## config.mk

```make
export PLATFORM = sky130hd
export DESIGN_NAME = uart_char_path
export DESIGN_NICKNAME = d
export VERILOG_FILES = /design/src/shared/uart_char_pkg.sv /design/src/logic/uart_char_path.sv
export SDC_FILE = /design/constraint.sdc
export NUM_CORES = 2
export LEC_CHECK = 0
export BUFFER_PORTS_ARGS = -buffer_cell sky130_fd_sc_hd__buf_2
export CELL_PAD_IN_SITES_DETAIL_PLACEMENT = 1
export CELL_PAD_IN_SITES_GLOBAL_PLACEMENT = 2
export CORE_MARGIN = 2
export CORE_UTILIZATION = 44
export CTS_BUF_LIST = sky130_fd_sc_hd__clkbuf_8
export DETAILED_ROUTE_END_ITERATION = 6
export PLACE_DENSITY = 0.86
export RECOVER_POWER = 25
export SLEW_MARGIN = 15
export SYNTH_ARGS = -nofsm -noshare
export SYNTH_HDL_FRONTEND = slang
export SYNTH_SLANG_ARGS = --single-unit
export TNS_END_PERCENT = 30
```

## constraint.sdc

```tcl
create_clock -name clk_i -period 7.7 [get_ports clk_i]
set_input_delay 1.54 -clock clk_i [delete_from_list [all_inputs] [get_ports clk_i]]
set_output_delay 1.54 -clock clk_i [all_outputs]
set_load 0.05 [all_outputs]
```

## src/shared/uart_char_pkg.sv

```systemverilog
// Shared constants for the serial character path: register map,
// field positions, reset values, trigger tables and state encodings.
// Assumes a 32-bit Wishbone slave with byte addresses.
package uart_char_pkg;
   // Register byte offsets
   localparam logic [5:0] OFS_HOLD = 6'h00;      // Holding regs, or divisor low
   localparam logic [5:0] OFS_DIV_HI = 6'h04;    // Divisor high while latch open
   localparam logic [5:0] OFS_FIFO_CTRL = 6'h08; // Write only
   localparam logic [5:0] OFS_LINE_FMT = 6'h0C;
   localparam logic [5:0] OFS_LINE_STAT = 6'h14;
   localparam logic [5:0] OFS_ENH = 6'h20;       // Enhanced function enable
   // FIFO control bit positions
   localparam int FC_EN = 0;
   localparam int FC_RX_CLR = 1;
   localparam int FC_TX_CLR = 2;
   localparam int FC_DMA = 3;
   localparam int FC_TX_TRIG = 4;
   localparam int FC_RX_TRIG = 6;
   // Line format bit positions
   localparam int LF_STOP = 2;
   localparam int LF_PAR_EN = 3;
   localparam int LF_PAR_EVEN = 4;
   localparam int LF_PAR_FORCE = 5;
   localparam int LF_BREAK = 6;
   localparam int LF_DLAB = 7;
   localparam int ENH_BIT = 4;
   // Reset values
   localparam logic [7:0] LINE_FMT_RST = 8'h00;
   localparam logic [15:0] DIV_RST = 16'h0001;
   // Trigger tables
   localparam logic [6:0] TX_TRIG_0 = 7'h08;
   localparam logic [6:0] TX_TRIG_1 = 7'h10;
   localparam logic [6:0] TX_TRIG_2 = 7'h20;
   localparam logic [6:0] TX_TRIG_3 = 7'h38;
   localparam logic [6:0] RX_TRIG_0 = 7'h01;
   localparam logic [6:0] RX_TRIG_1 = 7'h04;
   localparam logic [6:0] RX_TRIG_2 = 7'h38;
   localparam logic [6:0] RX_TRIG_3 = 7'h3C;
   // Oversample ticks per bit and per stop length
   localparam logic [5:0] TICKS_BIT = 6'h10;
   localparam logic [5:0] TICKS_HALF = 6'h08;
   localparam logic [5:0] TICKS_STOP15 = 6'h18;
   localparam logic [5:0] TICKS_STOP2 = 6'h20;
   // Serial state machines
   typedef enum logic [2:0] {
      SER_IDLE = 3'b000,
      SER_START = 3'b001,
      SER_DATA = 3'b010,
      SER_PAR = 3'b011,
      SER_STOP = 3'b100
   } ser_state_e;
endpackage : uart_char_pkg

```

## src/logic/uart_char_path.sv

```systemverilog
// Character path of one asynchronous serial channel: receive and
// transmit FIFOs, line format, line status and a Wishbone slave.
// Assumes a classic Wishbone master on clk_i and an async serial line.
// Notes on behaviour
// - 64-entry receive and transmit FIFOs
// - FIFOs off: single character in entry zero
// - Full FIFO drops the extra character
// - Error flags stored with each character
// - Control bit 0 enables both FIFOs
// - Control bit 1 clears receive FIFO
// - Control bit 2 clears transmit FIFO
// - Bits 5:4 set transmit space trigger
// - Bits 7:6 set receive character trigger
// - Transmit trigger writable only when enhanced
// - Format bits 1:0 set character length
// - Format bit 2 sets stop length
// - Format bit 3 enables parity
// - Format bit 4 picks odd or even
// - Format bit 5 forces the parity value
// - Format bit 6 holds line low
// - Format bit 7 opens divisor latch
// - Status bits: data ready, overrun
// - Status 4:2 show head character flags
// - Status bits: holding empty, all empty
// - Status bit 7: flagged character present
// - Status read never advances read pointer
`timescale 1ns/1ps
module uart_char_path #(
   parameter int DEPTH = 64 // FIFO entries, a power of two
) (
   input wire logic clk_i,
   input wire logic rst_i,
   input wire logic cyc_i,
   input wire logic stb_i,
   input wire logic we_i,
   input wire logic [5:0] adr_i,
   input wire logic [3:0] sel_i,
   input wire logic [31:0] dat_i,
   output logic [31:0] dat_o,
   output logic ack_o,
   input wire logic rx_i,
   output logic tx_o,
   output logic rx_dma_ready_o,
   output logic tx_dma_ready_o
);
   import uart_char_pkg::*;

   localparam int AW = $clog2(DEPTH);
   localparam logic [AW:0] DEPTH_C = (AW+1)'(DEPTH);

   // Whole module state
   typedef struct packed {
      logic ack;                       // Bus answer
      logic [7:0] rd_data;             // Registered read data
      logic [15:0] div;                // Divisor latch
      logic [7:0] line_format_control;                 // Line format
      logic fifo_en;
      logic dma_mode;
      logic [1:0] tx_trig;
      logic [1:0] rx_trig;
      logic efe;                       // Enhanced function enable
      logic overrun;
      logic [DEPTH-1:0][10:0] rx_mem;  // {break, framing, parity, data}
      logic [AW-1:0] rx_wp;
      logic [AW-1:0] rx_rp;
      logic [AW:0] rx_cnt;
      logic [AW:0] err_cnt;            // Flagged characters held
      logic [DEPTH-1:0][7:0] tx_mem;
      logic [AW-1:0] tx_wp;
      logic [AW-1:0] tx_rp;
      logic [AW:0] tx_cnt;
      logic [2:0] sync;                // Receive pin synchroniser
      logic line;                      // Filtered receive level
      logic line_prev;
      logic [15:0] baud_cnt;
      ser_state_e rx_st;
      logic [5:0] rx_tick;
      logic [2:0] rx_bit;
      logic [7:0] rx_sh;
      logic rx_par;
      ser_state_e tx_st;
      logic [5:0] tx_tick;
      logic [2:0] tx_bit;
      logic [7:0] tx_sh;
      logic tx_par;
      logic tx_line;
      logic rx_rdy;
      logic tx_rdy;
   } state_s;

   state_s s_reg;
   state_s s_next;

   // Data bits from the two length bits
   function automatic logic [2:0] last_bit(input logic [7:0] line_format_control);
      last_bit = {1'b1, line_format_control[1:0]}; // 4..7, last index is len-1
   endfunction : last_bit

   // Parity bit for a character under the current format
   function automatic logic par_bit(input logic [7:0] d, input logic [7:0] line_format_control);
      logic [7:0] m;
      m = d & (8'hFF >> (3'h3 - {1'b0, line_format_control[1:0]}));
      if (line_format_control[LF_PAR_FORCE]) begin
         par_bit = ~line_format_control[LF_PAR_EVEN];
      end else begin
         par_bit = line_format_control[LF_PAR_EVEN] ? ^m : ~^m;
      end
   endfunction : par_bit

   // Storage index: entry zero whenever the FIFOs are off
   function automatic logic [AW-1:0] idx(input logic en, input logic [AW-1:0] p);
      idx = en ? p : '0;
   endfunction : idx

   // Receive trigger in characters
   function automatic logic [6:0] rx_trig_lvl(input logic [1:0] t);
      unique case (t)
         2'h0: rx_trig_lvl = RX_TRIG_0;
         2'h1: rx_trig_lvl = RX_TRIG_1;
         2'h2: rx_trig_lvl = RX_TRIG_2;
         2'h3: rx_trig_lvl = RX_TRIG_3;
      endcase
   endfunction : rx_trig_lvl

   // Transmit trigger in free spaces
   function automatic logic [6:0] tx_trig_lvl(input logic [1:0] t);
      unique case (t)
         2'h0: tx_trig_lvl = TX_TRIG_0;
         2'h1: tx_trig_lvl = TX_TRIG_1;
         2'h2: tx_trig_lvl = TX_TRIG_2;
         2'h3: tx_trig_lvl = TX_TRIG_3;
      endcase
   endfunction : tx_trig_lvl

   // Next state of everything
   always_comb begin
      logic req;
      logic wr;
      logic rd;
      logic dlab;
      logic tick;
      logic [AW:0] limit;
      logic rx_push;
      logic [10:0] rx_entry;
      logic rx_pop;
      logic rx_clr;
      logic tx_push;
      logic tx_pop;
      logic tx_clr;
      logic [10:0] rx_head;
      logic [7:0] rx_data;
      logic [5:0] stop_ticks;
      logic [7:0] line_status;
      logic [6:0] free;
      req = 1'b0;
      wr = 1'b0;
      rd = 1'b0;
      dlab = 1'b0;
      tick = 1'b0;
      limit = '0;
      rx_push = 1'b0;
      rx_entry = '0;
      rx_pop = 1'b0;
      rx_clr = 1'b0;
      tx_push = 1'b0;
      tx_pop = 1'b0;
      tx_clr = 1'b0;
      rx_head = '0;
      rx_data = '0;
      stop_ticks = '0;
      line_status = '0;
      free = '0;
      s_next = s_reg;
      s_next.ack = 1'b0;

      // One answer per request, a cycle after it is seen
      req = cyc_i & stb_i & ~s_reg.ack;
      wr = req & we_i & sel_i[0];
      rd = req & ~we_i;
      dlab = s_reg.line_format_control[LF_DLAB];
      limit = s_reg.fifo_en ? DEPTH_C : (AW+1)'(1);
      rx_head = s_reg.rx_mem[idx(s_reg.fifo_en, s_reg.rx_rp)];
      if (req) begin
         s_next.ack = 1'b1;
      end

      // Pin synchroniser: the first stage feeds only the second
      s_next.sync = {s_reg.sync[1:0], rx_i};
      if (s_reg.sync[1] == s_reg.sync[2]) begin
         s_next.line = s_reg.sync[2];
      end
      s_next.line_prev = s_reg.line;

      // Sixteen-times bit rate enable from the divisor
      if (s_reg.baud_cnt + 16'h0001 >= s_reg.div) begin
         tick = 1'b1;
         s_next.baud_cnt = '0;
      end else begin
         s_next.baud_cnt = s_reg.baud_cnt + 16'h0001;
      end

      // Line status assembly
      line_status[0] = (s_reg.rx_cnt != '0);
      line_status[1] = s_reg.overrun;
      line_status[4:2] = line_status[0] ? rx_head[10:8] : 3'h0;
      line_status[5] = (s_reg.tx_cnt == '0);
      line_status[6] = line_status[5] && (s_reg.tx_st == SER_IDLE);
      line_status[7] = (s_reg.err_cnt != '0);

      // Register reads
      if (rd) begin
         s_next.rd_data = 8'h00; // Unmapped offsets read zero
         unique case (adr_i)
            OFS_HOLD: begin
               if (dlab) begin
                  s_next.rd_data = s_reg.div[7:0];
               end else begin
                  s_next.rd_data = rx_head[7:0];
                  rx_pop = line_status[0];
               end
            end
            OFS_DIV_HI: begin
               s_next.rd_data = dlab ? s_reg.div[15:8] : 8'h00;
            end
            OFS_LINE_FMT: s_next.rd_data = s_reg.line_format_control;
            OFS_LINE_STAT: begin
               // Pointer stays put; only overrun is cleared
               s_next.rd_data = line_status;
               s_next.overrun = 1'b0;
            end
            OFS_ENH: s_next.rd_data = {3'h0, s_reg.efe, 4'h0};
            default: s_next.rd_data = 8'h00;
         endcase
      end

      // Register writes, low byte lane only
      if (wr) begin
         unique case (adr_i)
            OFS_HOLD: begin
               if (dlab) begin
                  s_next.div[7:0] = dat_i[7:0];
               end else begin
                  tx_push = 1'b1;
               end
            end
            OFS_DIV_HI: begin
               if (dlab) begin
                  s_next.div[15:8] = dat_i[7:0];
               end
            end
            OFS_FIFO_CTRL: begin
               // Switching FIFO mode empties both to keep pointers sane
               if (dat_i[FC_EN] != s_reg.fifo_en) begin
                  rx_clr = 1'b1;
                  tx_clr = 1'b1;
               end
               s_next.fifo_en = dat_i[FC_EN];
               if (dat_i[FC_RX_CLR]) begin
                  rx_clr = 1'b1;
               end
               if (dat_i[FC_TX_CLR]) begin
                  tx_clr = 1'b1;
               end
               s_next.dma_mode = dat_i[FC_DMA];
               if (s_reg.efe) begin
                  s_next.tx_trig = dat_i[FC_TX_TRIG+:2];
               end
               s_next.rx_trig = dat_i[FC_RX_TRIG+:2];
            end
            OFS_LINE_FMT: s_next.line_format_control = dat_i[7:0];
            OFS_ENH: s_next.efe = dat_i[ENH_BIT];
            default: ;
         endcase
      end

      // Receiver, sampling mid-bit on the oversample enable
      rx_data = s_reg.rx_sh >> (3'h7 - last_bit(s_reg.line_format_control));
      unique case (s_reg.rx_st)
         SER_IDLE: begin
            // Falling edge of the start bit
            if (s_reg.line_prev && !s_reg.line) begin
               s_next.rx_st = SER_START;
               s_next.rx_tick = '0;
            end
         end
         SER_START: begin
            if (tick) begin
               s_next.rx_tick = s_reg.rx_tick + 6'h01;
               if (s_reg.rx_tick == TICKS_HALF - 6'h01) begin
                  // A short glitch is a false start
                  s_next.rx_st = s_reg.line ? SER_IDLE : SER_DATA;
                  s_next.rx_tick = '0;
                  s_next.rx_bit = '0;
               end
            end
         end
         SER_DATA, SER_PAR, SER_STOP: begin
            if (tick) begin
               s_next.rx_tick = s_reg.rx_tick + 6'h01;
               if (s_reg.rx_tick == TICKS_BIT - 6'h01) begin
                  s_next.rx_tick = '0;
                  if (s_reg.rx_st == SER_DATA) begin
                     s_next.rx_sh = {s_reg.line, s_reg.rx_sh[7:1]};
                     s_next.rx_bit = s_reg.rx_bit + 3'h1;
                     if (s_reg.rx_bit == last_bit(s_reg.line_format_control)) begin
                        s_next.rx_st = s_reg.line_format_control[LF_PAR_EN] ? SER_PAR : SER_STOP;
                     end
                  end else if (s_reg.rx_st == SER_PAR) begin
                     s_next.rx_par = s_reg.line;
                     s_next.rx_st = SER_STOP;
                  end else begin
                     // Stop sample: flags go into the entry with the byte
                     rx_push = 1'b1;
                     rx_entry[7:0] = rx_data;
                     rx_entry[10] = !s_reg.line && (rx_data == 8'h00)
                        && !(s_reg.line_format_control[LF_PAR_EN] && s_reg.rx_par);
                     rx_entry[9] = !s_reg.line;
                     rx_entry[8] = s_reg.line_format_control[LF_PAR_EN]
                        && (s_reg.rx_par != par_bit(rx_data, s_reg.line_format_control));
                     s_next.rx_st = SER_IDLE;
                  end
               end
            end
         end
         default: s_next.rx_st = SER_IDLE;
      endcase

      // Transmitter
      stop_ticks = TICKS_BIT;
      if (s_reg.line_format_control[LF_STOP]) begin
         stop_ticks = (s_reg.line_format_control[1:0] == 2'h0) ? TICKS_STOP15 : TICKS_STOP2;
      end
      unique case (s_reg.tx_st)
         SER_IDLE: begin
            if (s_reg.tx_cnt != '0) begin
               tx_pop = 1'b1;
               s_next.tx_sh = s_reg.tx_mem[idx(s_reg.fifo_en, s_reg.tx_rp)];
               s_next.tx_par = par_bit(s_next.tx_sh, s_reg.line_format_control);
               s_next.tx_st = SER_START;
               s_next.tx_tick = '0;
               s_next.tx_bit = '0;
            end
         end
         SER_START, SER_DATA, SER_PAR: begin
            if (tick) begin
               s_next.tx_tick = s_reg.tx_tick + 6'h01;
               if (s_reg.tx_tick == TICKS_BIT - 6'h01) begin
                  s_next.tx_tick = '0;
                  if (s_reg.tx_st == SER_START) begin
                     s_next.tx_st = SER_DATA;
                  end else if (s_reg.tx_st == SER_DATA) begin
                     s_next.tx_sh = {1'b0, s_reg.tx_sh[7:1]};
                     s_next.tx_bit = s_reg.tx_bit + 3'h1;
                     if (s_reg.tx_bit == last_bit(s_reg.line_format_control)) begin
                        s_next.tx_st = s_reg.line_format_control[LF_PAR_EN] ? SER_PAR : SER_STOP;
                     end
                  end else begin
                     s_next.tx_st = SER_STOP;
                  end
               end
            end
         end
         SER_STOP: begin
            if (tick) begin
               s_next.tx_tick = s_reg.tx_tick + 6'h01;
               if (s_reg.tx_tick == stop_ticks - 6'h01) begin
                  s_next.tx_st = SER_IDLE;
               end
            end
         end
         default: s_next.tx_st = SER_IDLE;
      endcase

      // Line level follows the next state; break overrides all
      unique case (s_next.tx_st)
         SER_START: s_next.tx_line = 1'b0;
         SER_DATA: s_next.tx_line = s_next.tx_sh[0];
         SER_PAR: s_next.tx_line = s_next.tx_par;
         default: s_next.tx_line = 1'b1;
      endcase
      if (s_reg.line_format_control[LF_BREAK]) begin
         s_next.tx_line = 1'b0;
      end

      // Receive FIFO update; a full FIFO drops and flags overrun
      if (rx_clr) begin
         s_next.rx_wp = '0;
         s_next.rx_rp = '0;
         s_next.rx_cnt = '0;
         s_next.err_cnt = '0;
      end else begin
         if (rx_push && s_reg.rx_cnt < limit) begin
            s_next.rx_mem[idx(s_reg.fifo_en, s_reg.rx_wp)] = rx_entry;
            s_next.rx_wp = idx(s_reg.fifo_en, s_reg.rx_wp + 1'b1);
         end
         if (rx_pop) begin
            s_next.rx_rp = idx(s_reg.fifo_en, s_reg.rx_rp + 1'b1);
         end
         s_next.rx_cnt = s_reg.rx_cnt
            + (AW+1)'(rx_push && s_reg.rx_cnt < limit) - (AW+1)'(rx_pop);
         s_next.err_cnt = s_reg.err_cnt
            + (AW+1)'(rx_push && s_reg.rx_cnt < limit && |rx_entry[10:8])
            - (AW+1)'(rx_pop && |rx_head[10:8]);
      end
      // Overrun set wins over the status-read clear
      if (rx_push && s_reg.rx_cnt >= limit) begin
         s_next.overrun = 1'b1;
      end

      // Transmit FIFO update; writes to a full FIFO are dropped
      if (tx_clr) begin
         s_next.tx_wp = '0;
         s_next.tx_rp = '0;
         s_next.tx_cnt = '0;
      end else begin
         if (tx_push && s_reg.tx_cnt < limit) begin
            s_next.tx_mem[idx(s_reg.fifo_en, s_reg.tx_wp)] = dat_i[7:0];
            s_next.tx_wp = idx(s_reg.fifo_en, s_reg.tx_wp + 1'b1);
         end
         if (tx_pop) begin
            s_next.tx_rp = idx(s_reg.fifo_en, s_reg.tx_rp + 1'b1);
         end
         s_next.tx_cnt = s_reg.tx_cnt
            + (AW+1)'(tx_push && s_reg.tx_cnt < limit) - (AW+1)'(tx_pop);
      end

      // DMA request levels; mode 1 uses the trigger tables
      free = 7'(limit - s_reg.tx_cnt);
      if (s_reg.dma_mode) begin
         s_next.rx_rdy = 7'(s_reg.rx_cnt) >= rx_trig_lvl(s_reg.rx_trig);
         s_next.tx_rdy = free >= tx_trig_lvl(s_reg.tx_trig);
      end else begin
         s_next.rx_rdy = (s_reg.rx_cnt != '0);
         s_next.tx_rdy = (s_reg.tx_cnt == '0);
      end
   end

   // State register; reset clears all else, memories included, but sets the divisor to one and sync, line levels and tx_rdy high
   always_ff @(posedge clk_i) begin
      if (rst_i) begin
         s_reg <= '0;
         s_reg.div <= DIV_RST;
         s_reg.line_format_control <= LINE_FMT_RST;
         s_reg.sync <= 3'h7;
         s_reg.line <= 1'b1;
         s_reg.line_prev <= 1'b1;
         s_reg.tx_line <= 1'b1;
         s_reg.tx_rdy <= 1'b1;
      end else begin
         s_reg <= s_next;
      end
   end

   assign dat_o = {24'h000000, s_reg.rd_data};
   assign ack_o = s_reg.ack;
   assign tx_o = s_reg.tx_line;
   assign rx_dma_ready_o = s_reg.rx_rdy;
   assign tx_dma_ready_o = s_reg.tx_rdy;
endmodule : uart_char_path

```

# Word level (Yosys, flattened, before mapping)
# Cells that the tools add are included.
dict set report word_totals {
  register_bits 1368
  inputBits 48
  output_inout_bits 36
  wordCells 414
}
dict set report op_classes {
  n_mux 101
  n_addsub 19
  reduce_logical 59
  eq_ne 44
  order_cmp 12
  bitwise_logic 13
  shift 2
}
# op n
set op_table {}
lappend op_table {{bitwise mux 704 bit} 1}
lappend op_table {{bitwise mux 512 bit} 1}
lappend op_table {{two-way mux 11 bit} 10}
lappend op_table {{binary-select mux 11 bit (select 6 bit)} 1}
lappend op_table {{demux 11 bit (select 6 bit)} 1}
lappend op_table {{two-way mux 21 bit} 3}
lappend op_table {{two-way mux 6 bit} 10}
lappend op_table {{case mux 7 bit (4 select lines)} 2}
lappend op_table {{binary-select mux 8 bit (select 6 bit)} 1}
lappend op_table {{demux 8 bit (select 6 bit)} 1}
lappend op_table {{two-way mux 20 bit} 2}
lappend op_table {{case mux 8 bit (5 select lines)} 1}
lappend op_table {{two-way mux 1 bit} 38}
lappend op_table {{adder 6 x 1 -> 6 bit (second input constant)} 6}
lappend op_table {{case mux 6 bit (3 select lines)} 2}
lappend op_table {{two-way mux 8 bit} 4}
lappend op_table {{less-than comparator 6 x 7 -> 1 bit (second input constant)} 4}
lappend op_table {{two-way mux 3 bit} 9}
lappend op_table {{== test 6 x 4 -> 1 bit (second input constant)} 4}
lappend op_table {{two-way mux 12 bit} 2}
lappend op_table {{!= test 2 bit (second input constant)} 11}
lappend op_table {{case mux 11 bit (2 select lines)} 1}
lappend op_table {{adder 7 x 1 -> 7 bit} 3}
lappend op_table {{>= comparator 7 bit} 3}
lappend op_table {{54 further kinds} 129}

# Depth between registers and ports, before layout
dict set report depth {
  depth_word 22
  ltp_mapped 31
  ltp_nobuf 28
}

# Least setup slack after synthesis
# Ideal clock, no wire load.
dict set report synth_path {
  path_kind {register -> register}
  from {register s_reg[47] (netlist bit)}
  to {register s_reg[603] (netlist bit)}
  path_slack_ps 2789
  path_stages_with_launch 32
  arrival_ps 4841
  required_ps 7630
  n_path_buf 3
  path_cell_list {dfxtp_1 -> nand3_1 -> nor2_1 -> and2_1 -> nor2b_1 -> nand2_1 -> nor2_1 -> nand3_1 -> xnor2_1 -> ha_1 -> a21o_1 -> a21o_1 -> a21oi_1 -> o21ai_1 -> buf_2 -> nand2_1 -> nor2_1 -> clkbuf_1 -> clkbuf_1 -> o21ai_0 -> ha_1 -> inv_1 -> ha_1 -> inv_1 -> fa_1 -> inv_1 -> a21oi_1 -> o21bai_1 -> a21oi_1 -> nor2_1 -> or3_1 -> a21oi_1}
}
dict set report synth_via {
  elab_chain_cells 9
  elab_cells_between_ends 12
  classes_between {add/sub: 3; order compare: 1; mux: 5; reduce/logical: 3}
}
# element line_no
set synth_rtl {}
lappend synth_rtl {{from (decl)} uart_char_path.sv:91} ;# state_s s_reg;
lappend synth_rtl {{from (signal assigned)} uart_char_path.sv:450} ;# s_reg <= s_next;
lappend synth_rtl {{adder 16 x 1 -> 16 bit (*)} uart_char_path.sv:195} ;# if (s_reg.baud_cnt + 16'h0001 >= s_reg.div) begin
lappend synth_rtl {{>= comparator 16 bit (*)} uart_char_path.sv:195}
lappend synth_rtl {{two-way mux 1 bit (*)} uart_char_path.sv:195}
lappend synth_rtl {{two-way mux 11 bit / two-way mux 1 bit (equally long branches)} uart_char_path.sv:298} ;# if (tick) begin
lappend synth_rtl {{two-way mux 11 bit / two-way mux 1 bit (equally long branches)} uart_char_path.sv:278} ;# unique case (s_reg.rx_st)
lappend synth_rtl {{OR reduction 3 bit / logical AND 1 bit (equally long branches)} uart_char_path.sv:402} ;# + (AW+1)'(rx_push && s_reg.rx_cnt < limit && |rx_entry[10:8])
lappend synth_rtl {{logical AND 1 bit (*)} uart_char_path.sv:402}
lappend synth_rtl {{adder 7 x 1 -> 7 bit (*)} uart_char_path.sv:402}
lappend synth_rtl {{subtractor 7 x 1 -> 7 bit (*)} uart_char_path.sv:403} ;# - (AW+1)'(rx_pop && |rx_head[10:8]);
# Mark *: on every way between the ends. The rest lies on a longest branch, timed or not.
# A chain may end at the register's enable or synchronous reset.

# Final worst setup path
dict set report layout_path {
  from {input port rst_i}
  to {register s_reg[464] (netlist bit)}
}
# element line_no
set layout_rtl {}
lappend layout_rtl {{from (decl)} uart_char_path.sv:32} ;# input wire logic rst_i,
# No word-level cell between the ends.

==> results.sh <==
export IMPL_path_class="input port to flop"
export IMPL_dp_cells=9004
export IMPL_finalMaxSlewViolations=436
export IMPL_cts_resized=0
export IMPL_synth_ff_type="dfxtp_1"
export IMPL_drt_total_wl_um=227000
export IMPL_yosysUniqueCellTypes=83
export IMPL_wl_per_cell_um=24.1
export IMPL_multi_input_area_um2=33100
export IMPL_fp_dieH_um=383
export IMPL_tightest_slew_ns=4.33
export IMPL_largest_reg_flops=1353
export IMPL_dp_hpwl_um=138000
export IMPL_period_share=0.824
export IMPL_hold_buffers=0
export IMPL_overflow=0
export IMPL_crit_path_end_kind="flop"
export IMPL_violations="design-rule violations, max-capacitance violations, max-slew violations"
export IMPL_portBuffers=32
export IMPL_clockBufferDepth=3
export IMPL_slew_headroom=-1.89
export IMPL_gp_congestion=0.850
export IMPL_grt_pass1_vias=56700
export IMPL_finClkSkew_ns=0.0585
export IMPL_critPathMaxFanout=180
export IMPL_rsz0062_at_grt="false"
export IMPL_clkSinkCount=1368
export IMPL_setup_violations=0
export IMPL_ys_warn_count=0
export IMPL_areaGrowthSynthToFinish_pct=9.88
export IMPL_start_util=0.444
export IMPL_pre_cts_ws_ns=1.88
export IMPL_synth_seq_area_share=0.434
export IMPL_startpoint_type="input port"
export IMPL_grtUsageTotal=0.302
export IMPL_rows=138
export IMPL_htreeDepth=4
export IMPL_synth_cells=7634
export IMPL_insertion_delay_ns=0.97
export IMPL_ff_latch_area_um2=27400
export IMPL_vias=56600
export IMPL_clk_pin_slew_ns=0.06
export IMPL_power_density_nw_per_um2=212
export IMPL_fin_util=0.488
export IMPL_cts_root_buf="clkbuf_8"
export IMPL_grt_max_degree=210
export IMPL_firstDrtPassIters=7
export IMPL_grt_pass1_wl_um=345000
export IMPL_timing_hold_ws_ns=0.422
export IMPL_drv_cap=4
export IMPL_ant_nets=0
export IMPL_drive_above_1_share=0.110
export IMPL_hp_class="flop to flop"
export IMPL_via_per_inst=6.01
export IMPL_synth_edf_count=0
export IMPL_die_area_um2=146000
export IMPL_cp_required_ns=8.41
export IMPL_period_minus_slack_ns=6.34
export IMPL_first_iter_violations=4629
export IMPL_fmax_mhz=158
export IMPL_cts_tree="yes"
export IMPL_coreArea_um2=142000
export IMPL_r2r_slack_ns=1.48
export IMPL_avgSynthCellArea_um2=8.26
export IMPL_ys_async_sr_fraction=0
export IMPL_postCtsSetupBuffers=0
export IMPL_setup_slack_ns=1.36
export IMPL_nNetsFinal=7476
export IMPL_p_leak_nw=22.0
export IMPL_critPathArrivalTime_ns=7.05
export IMPL_die_x_um=383
export IMPL_final_cells=9423
export IMPL_n_fill_cell=16900
export IMPL_setup_tns_ns=0
export IMPL_io_pins=84
export IMPL_status="finished with violations"
export IMPL_ys_ff_latch=1368
export IMPL_finalHoldViolCount=0
export IMPL_netlist_area_um2=63000
export IMPL_antenna_found_initial=3
export IMPL_worst_ir_drop_vdd_mv=0.179
export IMPL_tritoncts_num_buffers=232
export IMPL_drc=7
[worst max-delay path, cell delays in order]
cell      delay, ns
clkbuf_1       3.00
buf_12         0.50
clkbuf_4       1.62
a21oi_1        0.08
[final timing paths]
check | startpoint | endpoint | cells past startpoint
worst max-delay path | rst_i | s_reg[464] | 4
worst min-delay path | s_next[64] | s_next[65] | 1
worst max register to register | s_reg[47] | s_reg[1222] | 18
worst min register to register | s_next[64] | s_next[65] | 1
[power breakdown]
group | switching [mW] | total [mW] | leakage [nW] | internal [mW]
registers | 0.0494 | 7.16 | 11.0 | 7.11
logic | 0.594 | 0.847 | 8.21 | 0.253
clock network | 3.14 | 6.69 | 2.75 | 3.55
total | 3.78 | 14.7 | 22.0 | 10.9
[area by class of cell]
type                       instances  share of cell area
antenna                            2           0.0000723
clock buffer                     308              0.0612
clock inverter                   108             0.00724
inverter                          79             0.00430
multi-input combinational       5482               0.477
sequential                      1368               0.396
tap                             1890              0.0341
timing repair buffer             186              0.0201
[cell usage in the layout (no fill, tap or decap), types with 14 or more instances in the layout]
| cell type | instances |
|---|---|
| nor4_2 | 28 |
| a21oi_1 | 1171 |
| a21o_1 | 15 |
| a31oi_1 | 15 |
| mux4_2 | 172 |
| mux2i_1 | 433 |
| o22ai_1 | 32 |
| dfxtp_1 | 1362 |
| o221ai_1 | 26 |
| nand4_1 | 83 |
| nor2b_1 | 33 |
| buf_2 | 17 |
| a221oi_1 | 74 |
| xnor2_1 | 42 |
| ha_1 | 76 |
| clkbuf_8 | 308 |
| nand2b_1 | 33 |
| nor2_1 | 401 |
| a211oi_1 | 84 |
| xor2_1 | 23 |
| conb_1 | 24 |
| clkbuf_1 | 15 |
| a22oi_1 | 27 |
| clkinv_2 | 16 |
| nand3_1 | 375 |
| o21ai_0 | 81 |
| inv_1 | 154 |
| nand2_1 | 1900 |
| buf_4 | 143 |
| nor4_1 | 17 |
| and2_1 | 14 |
| or3_1 | 18 |
| nor2_2 | 26 |
| nor4_4 | 18 |
| nor3_1 | 36 |
| nor2_4 | 18 |
[through the flow]
| step | area, µm² | power, mW |
|---|---|---|
| after floorplan | 63100 | 7.95 |
| after global placement | 64400 | 8.14 |
| after detailed placement | 64400 | 8.16 |
| after CTS | 69200 | 14.8 |
| after global routing | 69300 | 15.2 |
| final | 69300 | 14.7 |
[cell usage after synthesis (all sizes together) (16+ instances only)]
cell,count,share of area
a211oi,84,0.010
a21oi,1172,0.093
a221oi,76,0.011
a22oi,27,0.0032
and2,16,0.0016
buf,152,0.014
clkbuf,576,0.034
dfxtp,1368,0.43
ha,76,0.015
inv,74,0.0044
mux2i,433,0.069
mux4,180,0.065
nand2,1907,0.11
nand2b,35,0.0035
nand3,375,0.030
nand4,83,0.0082
nor2,445,0.027
nor2b,33,0.0033
nor3,41,0.0033
nor4,63,0.0066
o21ai,89,0.0071
o221ai,28,0.0041
o22ai,32,0.0032
or3,18,0.0018
xnor2,42,0.0058
xor2,23,0.0032
[logic make-up after synthesis]
kind of cell | share of synthesized area
AOI/OAI and AO/OA | 0.147
xor gates and xnor gates | 0.00903
adders and majority gates | 0.0160
buffers and inverters | 0.0529
DFF | 0.434
muxes | 0.136
other | 0.0000595
and+or+nand+nor | 0.204
[metal layers]
layer | vias to the layer above | share of wire | track usage
met4 | 0 | 0.027 | 0.0920
met1 | 28800 | 0.46 | 0.426
met5 | - | 0 | 0
met2 | 1651 | 0.45 | 0.471
li1 | 25800 | - | -
met3 | 378 | 0.062 | 0.0496
No activity file was read; power rests on OpenSTA's default activity.
